--- src/design/cniu_consts.svh ---
// constants for the can node interrupt unit: register offsets, field positions, limits
`ifndef CNIU_CONSTS_SVH
`define CNIU_CONSTS_SVH

// ************************************************************
// register offsets (plain register port, 8-bit address)
// ************************************************************
`define CNIU_OFS_ENABLE 8'h2b
`define CNIU_OFS_FLAG 8'h2c
`define CNIU_OFS_FAULT 8'h2d
`define CNIU_OFS_STATUS 8'h0e
`define CNIU_OFS_TXCNT 8'h1c
`define CNIU_OFS_RXCNT 8'h1d
`define CNIU_OFS_CTRL 8'h0f

// ************************************************************
// flag and enable bit positions
// ************************************************************
`define CNIU_BIT_RX0 0
`define CNIU_BIT_RX1 1
`define CNIU_BIT_TX0 2
`define CNIU_BIT_TX1 3
`define CNIU_BIT_TX2 4
`define CNIU_BIT_ERR 5
`define CNIU_BIT_WAK 6
`define CNIU_BIT_MERR 7

// ************************************************************
// fault state register bit positions
// ************************************************************
`define CNIU_FS_EWARN 0
`define CNIU_FS_RXWAR 1
`define CNIU_FS_TXWAR 2
`define CNIU_FS_RXEP 3
`define CNIU_FS_TXEP 4
`define CNIU_FS_TXBO 5
`define CNIU_FS_RX0OV 6
`define CNIU_FS_RX1OV 7

// ************************************************************
// reset values and counter limits
// ************************************************************
`define CNIU_RST_BYTE 8'h00
`define CNIU_WARN_LIMIT 9'h060
`define CNIU_PASSIVE_LIMIT 9'h07f
`define CNIU_BUSOFF_LIMIT 9'h0ff

// ************************************************************
// source codes, lower value wins
// ************************************************************
`define CNIU_CODE_NONE 3'h0
`define CNIU_CODE_ERR 3'h1
`define CNIU_CODE_WAK 3'h2
`define CNIU_CODE_TX0 3'h3
`define CNIU_CODE_TX1 3'h4
`define CNIU_CODE_TX2 3'h5
`define CNIU_CODE_RX0 3'h6
`define CNIU_CODE_RX1 3'h7

`endif

--- src/design/cniu_pkg.sv ---
// types shared by the can node interrupt unit
package cniu_pkg;

  // ************************************************************
  // register port request
  // ************************************************************
  typedef struct packed {
    logic [7:0] addr;
    logic [7:0] wdata;
    logic wr;
    logic rd;
  } cniu_bus_req_t;

  // ************************************************************
  // hardware event pulses from the protocol engine
  // ************************************************************
  typedef struct packed {
    logic [2:0] tx_empty;
    logic [1:0] rx_loaded;
    logic [1:0] rx_overrun;
    logic msg_fault;
    logic bus_activity;
  } cniu_events_t;

  // ************************************************************
  // conditions that still prevail, blocking a clear
  // ************************************************************
  typedef struct packed {
    logic [2:0] tx_empty;
    logic [1:0] rx_loaded;
  } cniu_hold_t;

  typedef enum logic [1:0] {
    CNIU_SLEEP_IDLE = 2'b00,
    CNIU_SLEEP_ASLEEP = 2'b01,
    CNIU_SLEEP_WAKING = 2'b10
  } cniu_sleep_t;

endpackage : cniu_pkg

--- src/design/cniu_fault_state.sv ---
// fault state evaluation from the two error counters
`timescale 1ns/10ps
`include "cniu_consts.svh"

module cniu_fault_state (
  input wire logic clk, // device clock
  input wire logic reset_n, // synchronous reset, active low
  input wire logic [8:0] tx_err_count, // transmit error counter
  input wire logic [8:0] rx_err_count, // receive error counter
  output logic [5:0] state_reg, // busoff, txep, rxep, txwar, rxwar, ewarn
  output logic changed // one-cycle pulse on any state change
);
  logic [5:0] state_next;

  always_comb begin
    state_next[`CNIU_FS_RXWAR] = rx_err_count >= `CNIU_WARN_LIMIT;
    state_next[`CNIU_FS_TXWAR] = tx_err_count >= `CNIU_WARN_LIMIT;
    state_next[`CNIU_FS_EWARN] = state_next[`CNIU_FS_RXWAR] | state_next[`CNIU_FS_TXWAR];
    state_next[`CNIU_FS_RXEP] = rx_err_count > `CNIU_PASSIVE_LIMIT;
    state_next[`CNIU_FS_TXEP] = tx_err_count > `CNIU_PASSIVE_LIMIT;
    state_next[`CNIU_FS_TXBO] = tx_err_count > `CNIU_BUSOFF_LIMIT;
  end

  always_ff @(posedge clk) begin
    if (!reset_n) begin
      state_reg <= 6'h00;
      changed <= 1'b0;
    end else begin
      state_reg <= state_next;
      changed <= state_next != state_reg;
    end
  end

endmodule : cniu_fault_state

--- src/design/cniu_top.sv ---
// interrupt aggregation for the can node: flags, enables, priority code, pin
`timescale 1ns/10ps
`include "cniu_consts.svh"

module cniu_top
  import cniu_pkg::*;
(
  input wire logic clk, // device clock, 100 mhz
  input wire logic reset_n, // synchronous reset, active low
  input cniu_pkg::cniu_bus_req_t bus_req, // register port request
  output logic [7:0] rd_data, // read data, cycle after the read strobe
  input cniu_pkg::cniu_events_t events, // event pulses from the engine
  input cniu_pkg::cniu_hold_t hold, // conditions still prevailing
  input wire logic [8:0] tx_err_count, // transmit error counter
  input wire logic [8:0] rx_err_count, // receive error counter
  input wire logic sleep_request, // engine asks to enter sleep
  output logic sleeping, // device is in sleep mode
  output logic irq_n, // interrupt pin, active low
  output logic [2:0] irq_source_code // highest-priority pending source
);
  import cniu_pkg::*;

  // ************************************************************
  // state
  // ************************************************************
  logic [7:0] irq_enable_reg;
  logic [7:0] irq_flag_reg;
  logic [7:0] irq_flag_next;
  logic [1:0] rx_overrun_flag;
  logic [7:0] ctrl_status_reg;
  logic [7:0] fault_state_reg;
  logic [5:0] fs_level;
  logic fs_changed;
  logic irq_n_reg;
  logic [2:0] code_reg;
  cniu_sleep_t sleep_reg;
  logic [7:0] hw_set;
  logic [7:0] hold_mask;
  logic wr_enable;
  logic wr_flag;
  logic wr_fault;

  // ************************************************************
  // priority encoder used for the code field
  // ************************************************************
  function automatic logic [2:0] cniu_encode(input logic [7:0] act);
    logic [2:0] c;
    c = `CNIU_CODE_NONE;
    if (act[`CNIU_BIT_ERR]) c = `CNIU_CODE_ERR;
    else if (act[`CNIU_BIT_WAK]) c = `CNIU_CODE_WAK;
    else if (act[`CNIU_BIT_TX0]) c = `CNIU_CODE_TX0;
    else if (act[`CNIU_BIT_TX1]) c = `CNIU_CODE_TX1;
    else if (act[`CNIU_BIT_TX2]) c = `CNIU_CODE_TX2;
    else if (act[`CNIU_BIT_RX0]) c = `CNIU_CODE_RX0;
    else if (act[`CNIU_BIT_RX1]) c = `CNIU_CODE_RX1;
    return c;
  endfunction : cniu_encode

  cniu_fault_state u_fault_state (
    .clk(clk),
    .reset_n(reset_n),
    .tx_err_count(tx_err_count),
    .rx_err_count(rx_err_count),
    .state_reg(fs_level),
    .changed(fs_changed)
  );

  assign wr_enable = bus_req.wr && bus_req.addr == `CNIU_OFS_ENABLE;
  assign wr_flag = bus_req.wr && bus_req.addr == `CNIU_OFS_FLAG;
  assign wr_fault = bus_req.wr && bus_req.addr == `CNIU_OFS_FAULT;

  // ************************************************************
  // hardware set terms and clear blocking
  // ************************************************************
  always_comb begin
    hw_set = 8'h00;
    hw_set[`CNIU_BIT_TX0] = events.tx_empty[0];
    hw_set[`CNIU_BIT_TX1] = events.tx_empty[1];
    hw_set[`CNIU_BIT_TX2] = events.tx_empty[2];
    hw_set[`CNIU_BIT_RX0] = events.rx_loaded[0];
    hw_set[`CNIU_BIT_RX1] = events.rx_loaded[1];
    hw_set[`CNIU_BIT_MERR] = events.msg_fault;
    // wake counts only while asleep with its enable set
    hw_set[`CNIU_BIT_WAK] = events.bus_activity && sleep_reg == CNIU_SLEEP_ASLEEP
                            && irq_enable_reg[`CNIU_BIT_WAK];
    hw_set[`CNIU_BIT_ERR] = fs_changed || (|events.rx_overrun);
    hold_mask = 8'h00;
    hold_mask[`CNIU_BIT_TX0] = hold.tx_empty[0];
    hold_mask[`CNIU_BIT_TX1] = hold.tx_empty[1];
    hold_mask[`CNIU_BIT_TX2] = hold.tx_empty[2];
    hold_mask[`CNIU_BIT_RX0] = hold.rx_loaded[0];
    hold_mask[`CNIU_BIT_RX1] = hold.rx_loaded[1];
    hold_mask[`CNIU_BIT_ERR] = |rx_overrun_flag;
  end

  // ************************************************************
  // flag register: host writes both ways, hardware set wins
  // ************************************************************
  always_comb begin
    irq_flag_next = irq_flag_reg;
    if (wr_flag) begin
      // a host-set flag raises an interrupt like any other
      irq_flag_next = bus_req.wdata | (irq_flag_reg & hold_mask);
    end
    irq_flag_next = irq_flag_next | hw_set;
  end

  always_ff @(posedge clk) begin
    if (!reset_n) begin
      irq_flag_reg <= `CNIU_RST_BYTE;
    end else begin
      irq_flag_reg <= irq_flag_next;
    end
  end

  always_ff @(posedge clk) begin
    if (!reset_n) begin
      irq_enable_reg <= `CNIU_RST_BYTE;
    end else if (wr_enable) begin
      irq_enable_reg <= bus_req.wdata;
    end
  end

  // ************************************************************
  // overflow flags: host may only clear, set wins
  // ************************************************************
  always_ff @(posedge clk) begin
    if (!reset_n) begin
      rx_overrun_flag <= 2'h0;
    end else begin
      for (int i = 0; i < 2; i++) begin
        if (events.rx_overrun[i]) begin
          rx_overrun_flag[i] <= 1'b1;
        end else if (wr_fault && !bus_req.wdata[`CNIU_FS_RX0OV + i]) begin
          rx_overrun_flag[i] <= 1'b0;
        end
      end
    end
  end

  always_comb begin
    fault_state_reg = {rx_overrun_flag[1], rx_overrun_flag[0], fs_level};
  end

  // ************************************************************
  // sleep handling
  // ************************************************************
  always_ff @(posedge clk) begin
    if (!reset_n) begin
      sleep_reg <= CNIU_SLEEP_IDLE;
    end else begin
      case (sleep_reg)
        CNIU_SLEEP_IDLE: begin
          if (sleep_request) begin
            sleep_reg <= CNIU_SLEEP_ASLEEP;
          end
        end
        CNIU_SLEEP_ASLEEP: begin
          if (hw_set[`CNIU_BIT_WAK]) begin
            sleep_reg <= CNIU_SLEEP_WAKING;
          end
        end
        CNIU_SLEEP_WAKING: begin
          sleep_reg <= CNIU_SLEEP_IDLE;
        end
        default: begin
          sleep_reg <= CNIU_SLEEP_IDLE;
        end
      endcase
    end
  end

  assign sleeping = sleep_reg == CNIU_SLEEP_ASLEEP;

  // ************************************************************
  // pin and code, both from the same registered flags
  // ************************************************************
  always_ff @(posedge clk) begin
    if (!reset_n) begin
      irq_n_reg <= 1'b1;
      code_reg <= `CNIU_CODE_NONE;
    end else begin
      irq_n_reg <= ~|(irq_flag_reg & irq_enable_reg);
      code_reg <= cniu_encode(irq_flag_reg & irq_enable_reg);
    end
  end

  assign irq_n = irq_n_reg;
  assign irq_source_code = code_reg;

  always_comb begin
    ctrl_status_reg = {code_reg, 5'h00};
    if (sleep_reg == CNIU_SLEEP_ASLEEP) begin
      ctrl_status_reg[0] = 1'b1;
    end
  end

  // ************************************************************
  // register read port; unmapped addresses read zero
  // ************************************************************
  always_ff @(posedge clk) begin
    if (!reset_n) begin
      rd_data <= 8'h00;
    end else if (bus_req.rd) begin
      case (bus_req.addr)
        `CNIU_OFS_ENABLE: rd_data <= irq_enable_reg;
        `CNIU_OFS_FLAG: rd_data <= irq_flag_reg;
        `CNIU_OFS_FAULT: rd_data <= fault_state_reg;
        `CNIU_OFS_STATUS: rd_data <= ctrl_status_reg;
        `CNIU_OFS_TXCNT: rd_data <= tx_err_count[7:0];
        `CNIU_OFS_RXCNT: rd_data <= rx_err_count[7:0];
        default: rd_data <= 8'h00;
      endcase
    end else begin
      rd_data <= 8'h00;
    end
  end

endmodule : cniu_top

--- config.mk ---
export PLATFORM = sky130hd
export DESIGN_NAME = cniu_top
export DESIGN_NICKNAME = d
export VERILOG_FILES = /design/src/design/cniu_pkg.sv /design/src/design/cniu_fault_state.sv /design/src/design/cniu_top.sv
export VERILOG_INCLUDE_DIRS = /design/src /design/src/design
export SDC_FILE = /design/constraint.sdc
export NUM_CORES = 1
export LEC_CHECK = 0
export BUFFER_PORTS_ARGS = -buffer_cell sky130_fd_sc_hd__buf_2
export CAP_MARGIN = 30
export CORE_UTILIZATION = 40
export DETAILED_ROUTE_END_ITERATION = 8
export PLACE_DENSITY = 0.68
export SLEW_MARGIN = 20
export SYNTH_ARGS = -nofsm -noshare
export SYNTH_HDL_FRONTEND = slang
export SYNTH_SLANG_ARGS = --single-unit
--- constraint.sdc ---
create_clock -name clk -period 1.3 [get_ports clk]
set_input_delay 0.26 -clock clk [delete_from_list [all_inputs] [get_ports clk]]
set_output_delay 0.26 -clock clk [all_outputs]
set_load 0.05 [all_outputs]
# Yosys cells after proc, flatten, opt, wreduce, memory -nomap -nowiden
# Index checks and enable logic that the tools add are counted.
[totals] register_bits=39 inputBits=53 output_inout_bits=13 word_cells=71
[op_classes] magnitude_cmp=5 eq_ne=10 mux=17 bitwise=6 n_reduce_logical=21
[ops] op="$pmux 8 s6" count=1
[ops] op="$eq 8x6->1 const B" count=3
[ops] op="$ge 9x7->1 const B" count=2
[ops] op="$gt 9x7->1 const B" count=2
[ops] op="$eq 8x5->1 const B" count=2
[ops] op="$or 8x8->8" count=2
[ops] op="$mux 3" count=4
[ops] op="$gt 9x8->1 const B" count=1
[ops] op="$and 8x6->8" count=1
[ops] op="$and 8x8->8" count=1
[ops] op="$eq 8x4->1 const B" count=1
[ops] op="$mux 2" count=4
[ops] op="$mux 8" count=1
[ops] op="$reduce_or 8->1" count=1
[ops] op="$logic_and 1x1->1" count=7
[ops] op="$mux 1" count=6
[ops] op="$ne 6x6->1" count=1
[ops] op="$reduce_or 2->1" count=3
[ops] op="$pmux 2 s2" count=1
[ops] op="$reduce_and 2->1" count=2
[ops] op="$reduce_bool 2->1" count=2
[ops] op="$reduce_or 4->1" count=1
[ops] op="$logic_not 1->1" count=3
[ops] op="$eq 2x1->1 const B" count=1
[ops] op="6 further kinds" count=6

# Logic depth before layout (Yosys ltp)
# Gate-level depths: netlist (run 1).
[depth] word_depth=8 ltp_mapped=7 mapped_depth_nobuf=5

# Modules after synthesis
# From an unflattened synthesis (run 1), not the netlist that was laid out.
[unflattened] cells_unflattened=216 hier_area_um2=1964.4
[by_module_without_submodules] module="cniu_top" instances=1 cells_each=190 area_per_inst_um2=1672.9 seq_area_each_um2=640.6
[by_module_without_submodules] module="cniu_fault_state" instances=1 cells_each=26 area_per_inst_um2=291.5 seq_area_each_um2=140.1

# Worst setup path before layout (run 1)
# OpenSTA, ideal clock, no wires.
[synth_path] kind="register to register" start="register sleep_reg[0]" end="register sleep_reg[1]" setup_time_ps=59 t_arrival_ps=1505 t_required_ps=1241 path_slack_ps=-264 stages_incl_launch_ff=4 n_path_buf=0 cell_sequence="dfxtp_1 > nor2b_1 > and3_1 > and2_1"
[synth_via] elab_chain_len=5 elab_cells_between_ends=8 cone_classes="eq/ne: 3; mux: 1; reduce/logical: 4"
[synth_rtl] item="start, declared" line="cniu_top.sv:36" text="cniu_sleep_t sleep_reg;"
[synth_rtl] item="start signal, assigned" line="cniu_top.sv:150" text="sleep_reg <= CNIU_SLEEP_IDLE;"
[synth_rtl] item="start signal, assigned" line="cniu_top.sv:155" text="sleep_reg <= CNIU_SLEEP_ASLEEP;"
[synth_rtl] item="start signal, assigned" line="cniu_top.sv:160" text="sleep_reg <= CNIU_SLEEP_WAKING;"
[synth_rtl] item="$eq 2x1->1 *"
[synth_rtl] item="net sleeping" line="cniu_top.sv:17" text="output logic sleeping,"
[synth_rtl] item="$logic_and 1x1->1 (2 in series)" line="cniu_top.sv:84" text="hw_set[`CNIU_BIT_WAK] = events.bus_activity && sleep_reg == CNIU_SLEEP_ASLEEP"
[synth_rtl] item="$ne 2x1->1 (no line)"
[synth_rtl] item="$reduce_and 2->1 (no line)"
# The timed path passes the listed nets; every way through them passes the cells marked *.
# A chain may end at the register's enable or synchronous reset.

# Worst setup path after layout (run 1)
[layout_path] start="register sleep_reg[0]" end="output port sleeping"
[layout_via] elab_chain_len=1
[layout_rtl] item="$eq 2x1->1" line="cniu_top.sv:173" text="assign sleeping = sleep_reg == CNIU_SLEEP_ASLEEP;"
[layout_rtl] item="end, declared" line="cniu_top.sv:17"
# Every way passes these cells.

==> reports/results.tsv, run 1 <==
metric	value	unit
status	completed	
sequential power share	0.500	
final worst setup slack	0.02731	ns
Highest Clock Rate	0.7857	GHz
first-pass GRT wire length	9639	um
Tcrit/Tclk final	0.9790	
iteration-0 DRC count of the detailed router	215	
area growth from synthesis to layout	43.46	%
core area	4723	um^2
Design Area, Final	2800	um^2
routed wire length	6131	um
Slew headroom	0.7268	
vias	2199	
# setup viols final	0	
number of I/O pins	66	
remaining antenna violation count	0	
routed len/inst	14.95	um
Pre-antenna DRT Iters	4	
All-Layer GR Usage	0.2495	
EDFF count, synth	0	
commonest non-fill, non-tap cell in the layout	buf_2	
Net Sw Power	663.1	uW
Buffers on Ports	65	
LEAKAGE	1.204	nW
clk buf depth	2	
total grt overflow	0	
Final Max Slew Viols	0	
GP Congestion	0.9096	
Cell Area, Placed	2688	um^2
# diodes	0	
Cells after Synth	237	
pre-CTS setup slack	-0.2151	ns
Mapped Area	1952	um^2
row cnt	25	
dpl hpwl	4819	um
Seq/Total Area, Yosys	0.4000	
Slew @ Worst Pin	0.4090	ns
HP Class	in -> reg	
initial antenna violation count	0	
CP Data Arrival Time	1.01	ns
Layout Nets	395	
largest net degree at the start of global routing	24	
Main synth FF type	dfxtp_1	
critical path endpoint category	output port	
syn nets	290	
maximum vdd drop	518.6	uV
latest clock arrival within the worst-skew pair	0.30	ns
H-Tree Depth	2	
clock skew	0.01112	ns
Seq cells post-synth	39	
final hold vios	0	
Unique masters post-synth	46	
min Tclk post-route	1.273	ns
starting density of the core	0.4132	
clock share of power	0.343	
vias in the first global route	2011	
asr flop ratio synth	0	
Sink Count	39	
Setup CP Type	reg -> out	
filler cell count	432	
Comb pwr share	0.157	
Ys Warns	0	
startpoint types	flop	
layout cells sized above 1	0.3790	
Post-Syn Area per Cell	8.236	um^2
RSZ-0062 raised after global routing	false	
die width	71.86	um
die area	5163	um^2
CTS tree	done	
Sw Share	0.2613	
Post-CTS Setup Bufs	0	
Post-route DRC	0	
critical-path maximum fanout	3	
Pint	1.874	mW
Power Density	906.1	nW/um^2
max_cap viols	0	
most frequent cells in the layout	buf_2, buf_4, dfxtp_1	
die height	71.86	um
root buf cell	clkbuf_8	
DR vias/cell	5.363	
total clock buffers created by CTS	5	
Worst Path Required	1.04	ns
Worst-path clk slew	0.08	ns
hold buffer count at cts	0	
-- cell families (layout without fill, tap and decap cells) --
kind of cell	after synthesis	count (layout)	share of synthesized area
AOI/OAI and AO/OA	76	76	0.2481
and+or+nand+nor	103	103	0.2930
muxes	2	2	0.01090
DFF	39	39	0.4000
xor gates and xnor gates	3	3	0.01346
buffers and inverters	14	120	0.03461
-- power groups by stage --
stage / clock, mW / combinational, mW / sequential, mW
floorplan: 0 / 0.165 / 1.28
global placement: 0 / 0.384 / 1.29
detailed placement: 0 / 0.389 / 1.29
CTS: 0.879 / 0.394 / 1.27
global route: 0.934 / 0.432 / 1.27
finish: 0.870 / 0.399 / 1.27
-- synth_stat cells (2+ instances only) --
master    count  area, um^2
and3_1        3       18.77
buf_2         3       15.01
nand2_1      32       120.1
o21ai_0       8       40.04
a22oi_1       8       60.06
o22a_1        2       17.52
nand4_1       3       18.77
nand3_1      15       75.07
a31oi_1       7       43.79
and3b_1       2       17.52
and2_1        4       25.02
nor3_1        4       20.02
a21oi_1      26       130.1
clkbuf_1      4       15.01
nor2_1       20       75.07
o21ai_1       7       35.03
inv_1         4       15.01
dfxtp_1      39       780.8
a211oi_1      3       22.52
nand4b_1      2       17.52
a32oi_1       5       43.79
xnor2_1       2       17.52
nor2b_1       6       37.54
a22o_1        5       43.79
and4_1        2       17.52
-- worst paths after layout --
path,start,end,slack (ns),cells after the start
worst max-delay path,sleep_reg[0],sleeping,0.03,2
worst min-delay path,events[1],irq_flag_reg[7],0.20,3
worst max register to register,rx_overrun_flag[1],rd_data[7],0.06,5
worst min register to register,irq_enable_reg[3],irq_enable_reg[3],0.48,2
-- critical path, stage by stage (launching register included) --
cell,delay [ns]
dfxtp_1,0.36
nor2b_4,0.18
buf_6,0.17
-- layout make-up --
| type | instances | area, um^2 | area share |
|---|---|---|---|
| Multi-Input combinational cell | 184 | 1145 | 0.4088 |
| Sequential cell | 39 | 782.0 | 0.2793 |
| Timing Repair Buffer | 108 | 679.4 | 0.2426 |
| Clock buffer | 7 | 86.33 | 0.03083 |
| Tap cell | 67 | 83.83 | 0.02994 |
| Inverter | 4 | 15.01 | 0.005362 |
| Clock inverter | 1 | 8.758 | 0.003128 |
-- through the flow --
step / hold WS [ns] / utilization / instances / setup TNS (ns) / total power [mW]
4_1_cts: 0.2017 / 0.5905 / 410 / 0 / 2.539
3_5_place_dp: 0.4466 / 0.5690 / 402 / -4.328 / 1.683
5_1_grt: 0.2142 / 0.5928 / 410 / 0 / 2.639
2_1_floorplan: 0.3362 / - / 237 / -0.06245 / 1.447
6_report: 0.1985 / 0.5928 / 410 / 0 / 2.537
3_3_place_gp: 0.4271 / 0.5690 / 402 / -3.549 / 1.677
-- per-layer routing --
metal / global-route usage / part of all wire / routed length (um)
met5: 0 / 0 / 0
met4: 0.1024 / 0.021 / 129
met2: 0.4161 / 0.48 / 2953
met1: 0.3075 / 0.44 / 2690
met3: 0.06188 / 0.058 / 358
-- what timing repair did --
item | 4_1_cts | 5_1_grt
cloned | 0 | 0
resized for setup | 2 | 3
endpoints found under the setup margin | 1 | 3
No activity file was read; power rests on OpenSTA's default activity.
==> inputs of run 2 (changes only) <==
--- a/config.mk
+++ b/config.mk
@@ -8,9 +8,10 @@
 export LEC_CHECK = 0
 export BUFFER_PORTS_ARGS = -buffer_cell sky130_fd_sc_hd__buf_2
 export CAP_MARGIN = 30
-export CORE_UTILIZATION = 40
+export CORE_MARGIN = 1
+export CORE_UTILIZATION = 45
 export DETAILED_ROUTE_END_ITERATION = 8
-export PLACE_DENSITY = 0.68
+export PLACE_DENSITY = 0.76
 export SLEW_MARGIN = 20
 export SYNTH_ARGS = -nofsm -noshare
 export SYNTH_HDL_FRONTEND = slang
==> constraint.sdc (replaced) <==
create_clock -name clk -period 1.3 [get_ports clk]
set_input_delay 0.26 -clock clk [delete_from_list [all_inputs] [get_ports clk]]
set_output_delay 0.26 -clock clk [all_outputs]
set_load 0.1 [all_outputs]
==> reports/results.tsv, run 2 (synthesis results as in run 1) <==
metric	value	unit	change
status	completed		
row cnt	23		-8.0%
iteration-0 DRC count of the detailed router	167		-22%
Crit-path slowest cell	buf_2		
routed len/inst	15.47	um	+3.4%
dpl hpwl	4799	um	-0.41%
vias in the first global route	2047		+1.8%
worst path bufs/invs	1		unchanged
Pint	1.814	mW	-3.2%
initial antenna violation count	0		unchanged
RSZ-0062 raised after global routing	true		
Cell Area, Placed	2806	um^2	+4.4%
latest clock arrival within the worst-skew pair	0.30	ns	about the same
Design Area, Final	2900	um^2	+3.6%
Slew @ Worst Pin	0.4842	ns	+0.07525 ns
top routing layer in use	met4		
CTS tree	done		
startpoint types	flop		
die height	67.86	um	-5.6%
# diodes	0		unchanged
die width	67.86	um	-5.6%
Tcrit/Tclk final	0.9774		-0.001572
Post-route DRC	0		unchanged
GP Congestion	0.8761		-3.7%
vias	2217		+0.82%
cells along the critical path	buf_2		
most frequent cells in the layout	buf_2, buf_4, dfxtp_1		
clock share of power	0.319		-0.024
routed length on met3	489	um	+37%
area growth from synthesis to layout	48.59	%	
max_cap viols	0		unchanged
number of I/O pins	66		unchanged
critical-path maximum fanout	1		-2
Hold WS	0.2087	ns	+0.01018 ns
min Tclk post-route	1.271	ns	-0.002043 ns
Comb pwr share	0.167		+0.010
Critical Path Max Stage Delay	0.41	ns	+0.05 ns
CP delay by family, top	buffers and inverters		
first-pass GRT wire length	9328	um	-3.2%
Highest Clock Rate	0.7870	GHz	+0.16%
All-Layer GR Usage	0.2805		+0.03107
Pre-antenna DRT Iters	5		+1
clock skew	0.003399	ns	-0.007721 ns
largest net degree at the start of global routing	24		unchanged
Worst Path Required	1.04	ns	about the same
critical path endpoint category	output port		
total grt overflow	0		unchanged
clk buf depth	2		unchanged
core area	4086	um^2	-13%
maximum vdd drop	713.7	uV	+38%
Worst-path clk slew	0.07	ns	about the same
Final Max Slew Viols	0		unchanged
filler cell count	324		-25%
Post-Route M1 WL	2498	um	-7.1%
met2 WL	2887	um	-2.2%
starting density of the core	0.4776		+0.06440
H-Tree Depth	2		unchanged
Buffers on Ports	65		unchanged
Slew headroom	0.6794		-0.04739
Sw Share	0.2632		+0.001904
routed wire length	6048	um	-1.4%
remaining antenna violation count	0		unchanged
HP Class	in -> reg		
commonest non-fill, non-tap cell in the layout	buf_2		
Setup CP Type	reg -> out		
# setup viols final	0		unchanged
sequential power share	0.513		+0.013
root buf cell	clkbuf_8		
LEAKAGE	1.219	nW	+1.3%
CP Data Arrival Time	1.01	ns	about the same
Power Density	848.8	nW/um^2	-6.3%
Overall Power	2.462	mW	-3.0%
total clock buffers created by CTS	5		unchanged
layout cells sized above 1	0.3754		-0.003642
Net Sw Power	648.0	uW	-2.3%
die area	4605	um^2	-11%
Layout Nets	393		-0.51%
Sink Count	39		unchanged
DR vias/cell	5.670		+5.7%
final hold vios	0		unchanged
[run 2: cell count changes in the layout (fill, tap and decap cells not counted), sizes merged]
cell | previous run | this run
buf | 108 | 105
clkbuf | 7 | 8
[run 2: metrics by stage]
stage	worst slack, ns	util	TNS, ns	std cells
after floorplan	-0.02722	-	-0.07214	237
after global placement	-0.1819	0.6868	-3.615	382
after detailed placement	-0.2304	0.6868	-4.336	382
after CTS	0.004745	0.7085	0	391
after global routing	-0.002744	0.7097	-0.004601	391
final	0.02936	0.7097	0	391
[run 2: power by group through the flow]
stage | Combinational (mW) | Sequential, mW | Clock (mW)
after global routing | 0.444 | 1.27 | 0.865
after CTS | 0.408 | 1.26 | 0.802
after global placement | 0.395 | 1.29 | 0
final | 0.412 | 1.26 | 0.785
after floorplan | 0.172 | 1.28 | 0
after detailed placement | 0.403 | 1.29 | 0
[run 2: area by class of cell]
type / count / area (um^2) / share of cell area
clock buffer: 7 / 76.32 / 0.02632
clock inverter: 1 / 5.005 / 0.001726
inverter: 4 / 15.01 / 0.005177
multi-input combinational: 184 / 1142 / 0.3939
sequential: 39 / 785.8 / 0.2709
tap: 50 / 62.56 / 0.02157
timing repair buffer: 106 / 813.3 / 0.2804
[run 2: worst paths after layout]
path,from,end,slack (ns),cells past startpoint
hold / removal,events[2],rx_overrun_flag[0],0.21,3
setup / recovery,rd_data[4],rd_data[4],0.03,1
setup reg to reg,irq_flag_reg[7],rd_data[7],0.14,5
hold reg to reg,irq_enable_reg[3],irq_enable_reg[3],0.48,2
[run 2: tightest hold or removal path, cell delays in order]
cell	delay (ns)
buf_2	0.10
inv_1	0.04
a21oi_1	0.05
[run 2: layer usage]
layer	vias up	global-route usage
li1	1087	-
met1	1006	0.3463
met2	106	0.4678
met3	18	0.06333
met4	0	0.1172
met5	-	0
[run 2: timing repair]
item / CTS / global route
hold buffers: 0 / 0
endpoints found under the setup margin: 1 / 2
buffers inserted: 1 / 0
resized for setup: 0 / 2
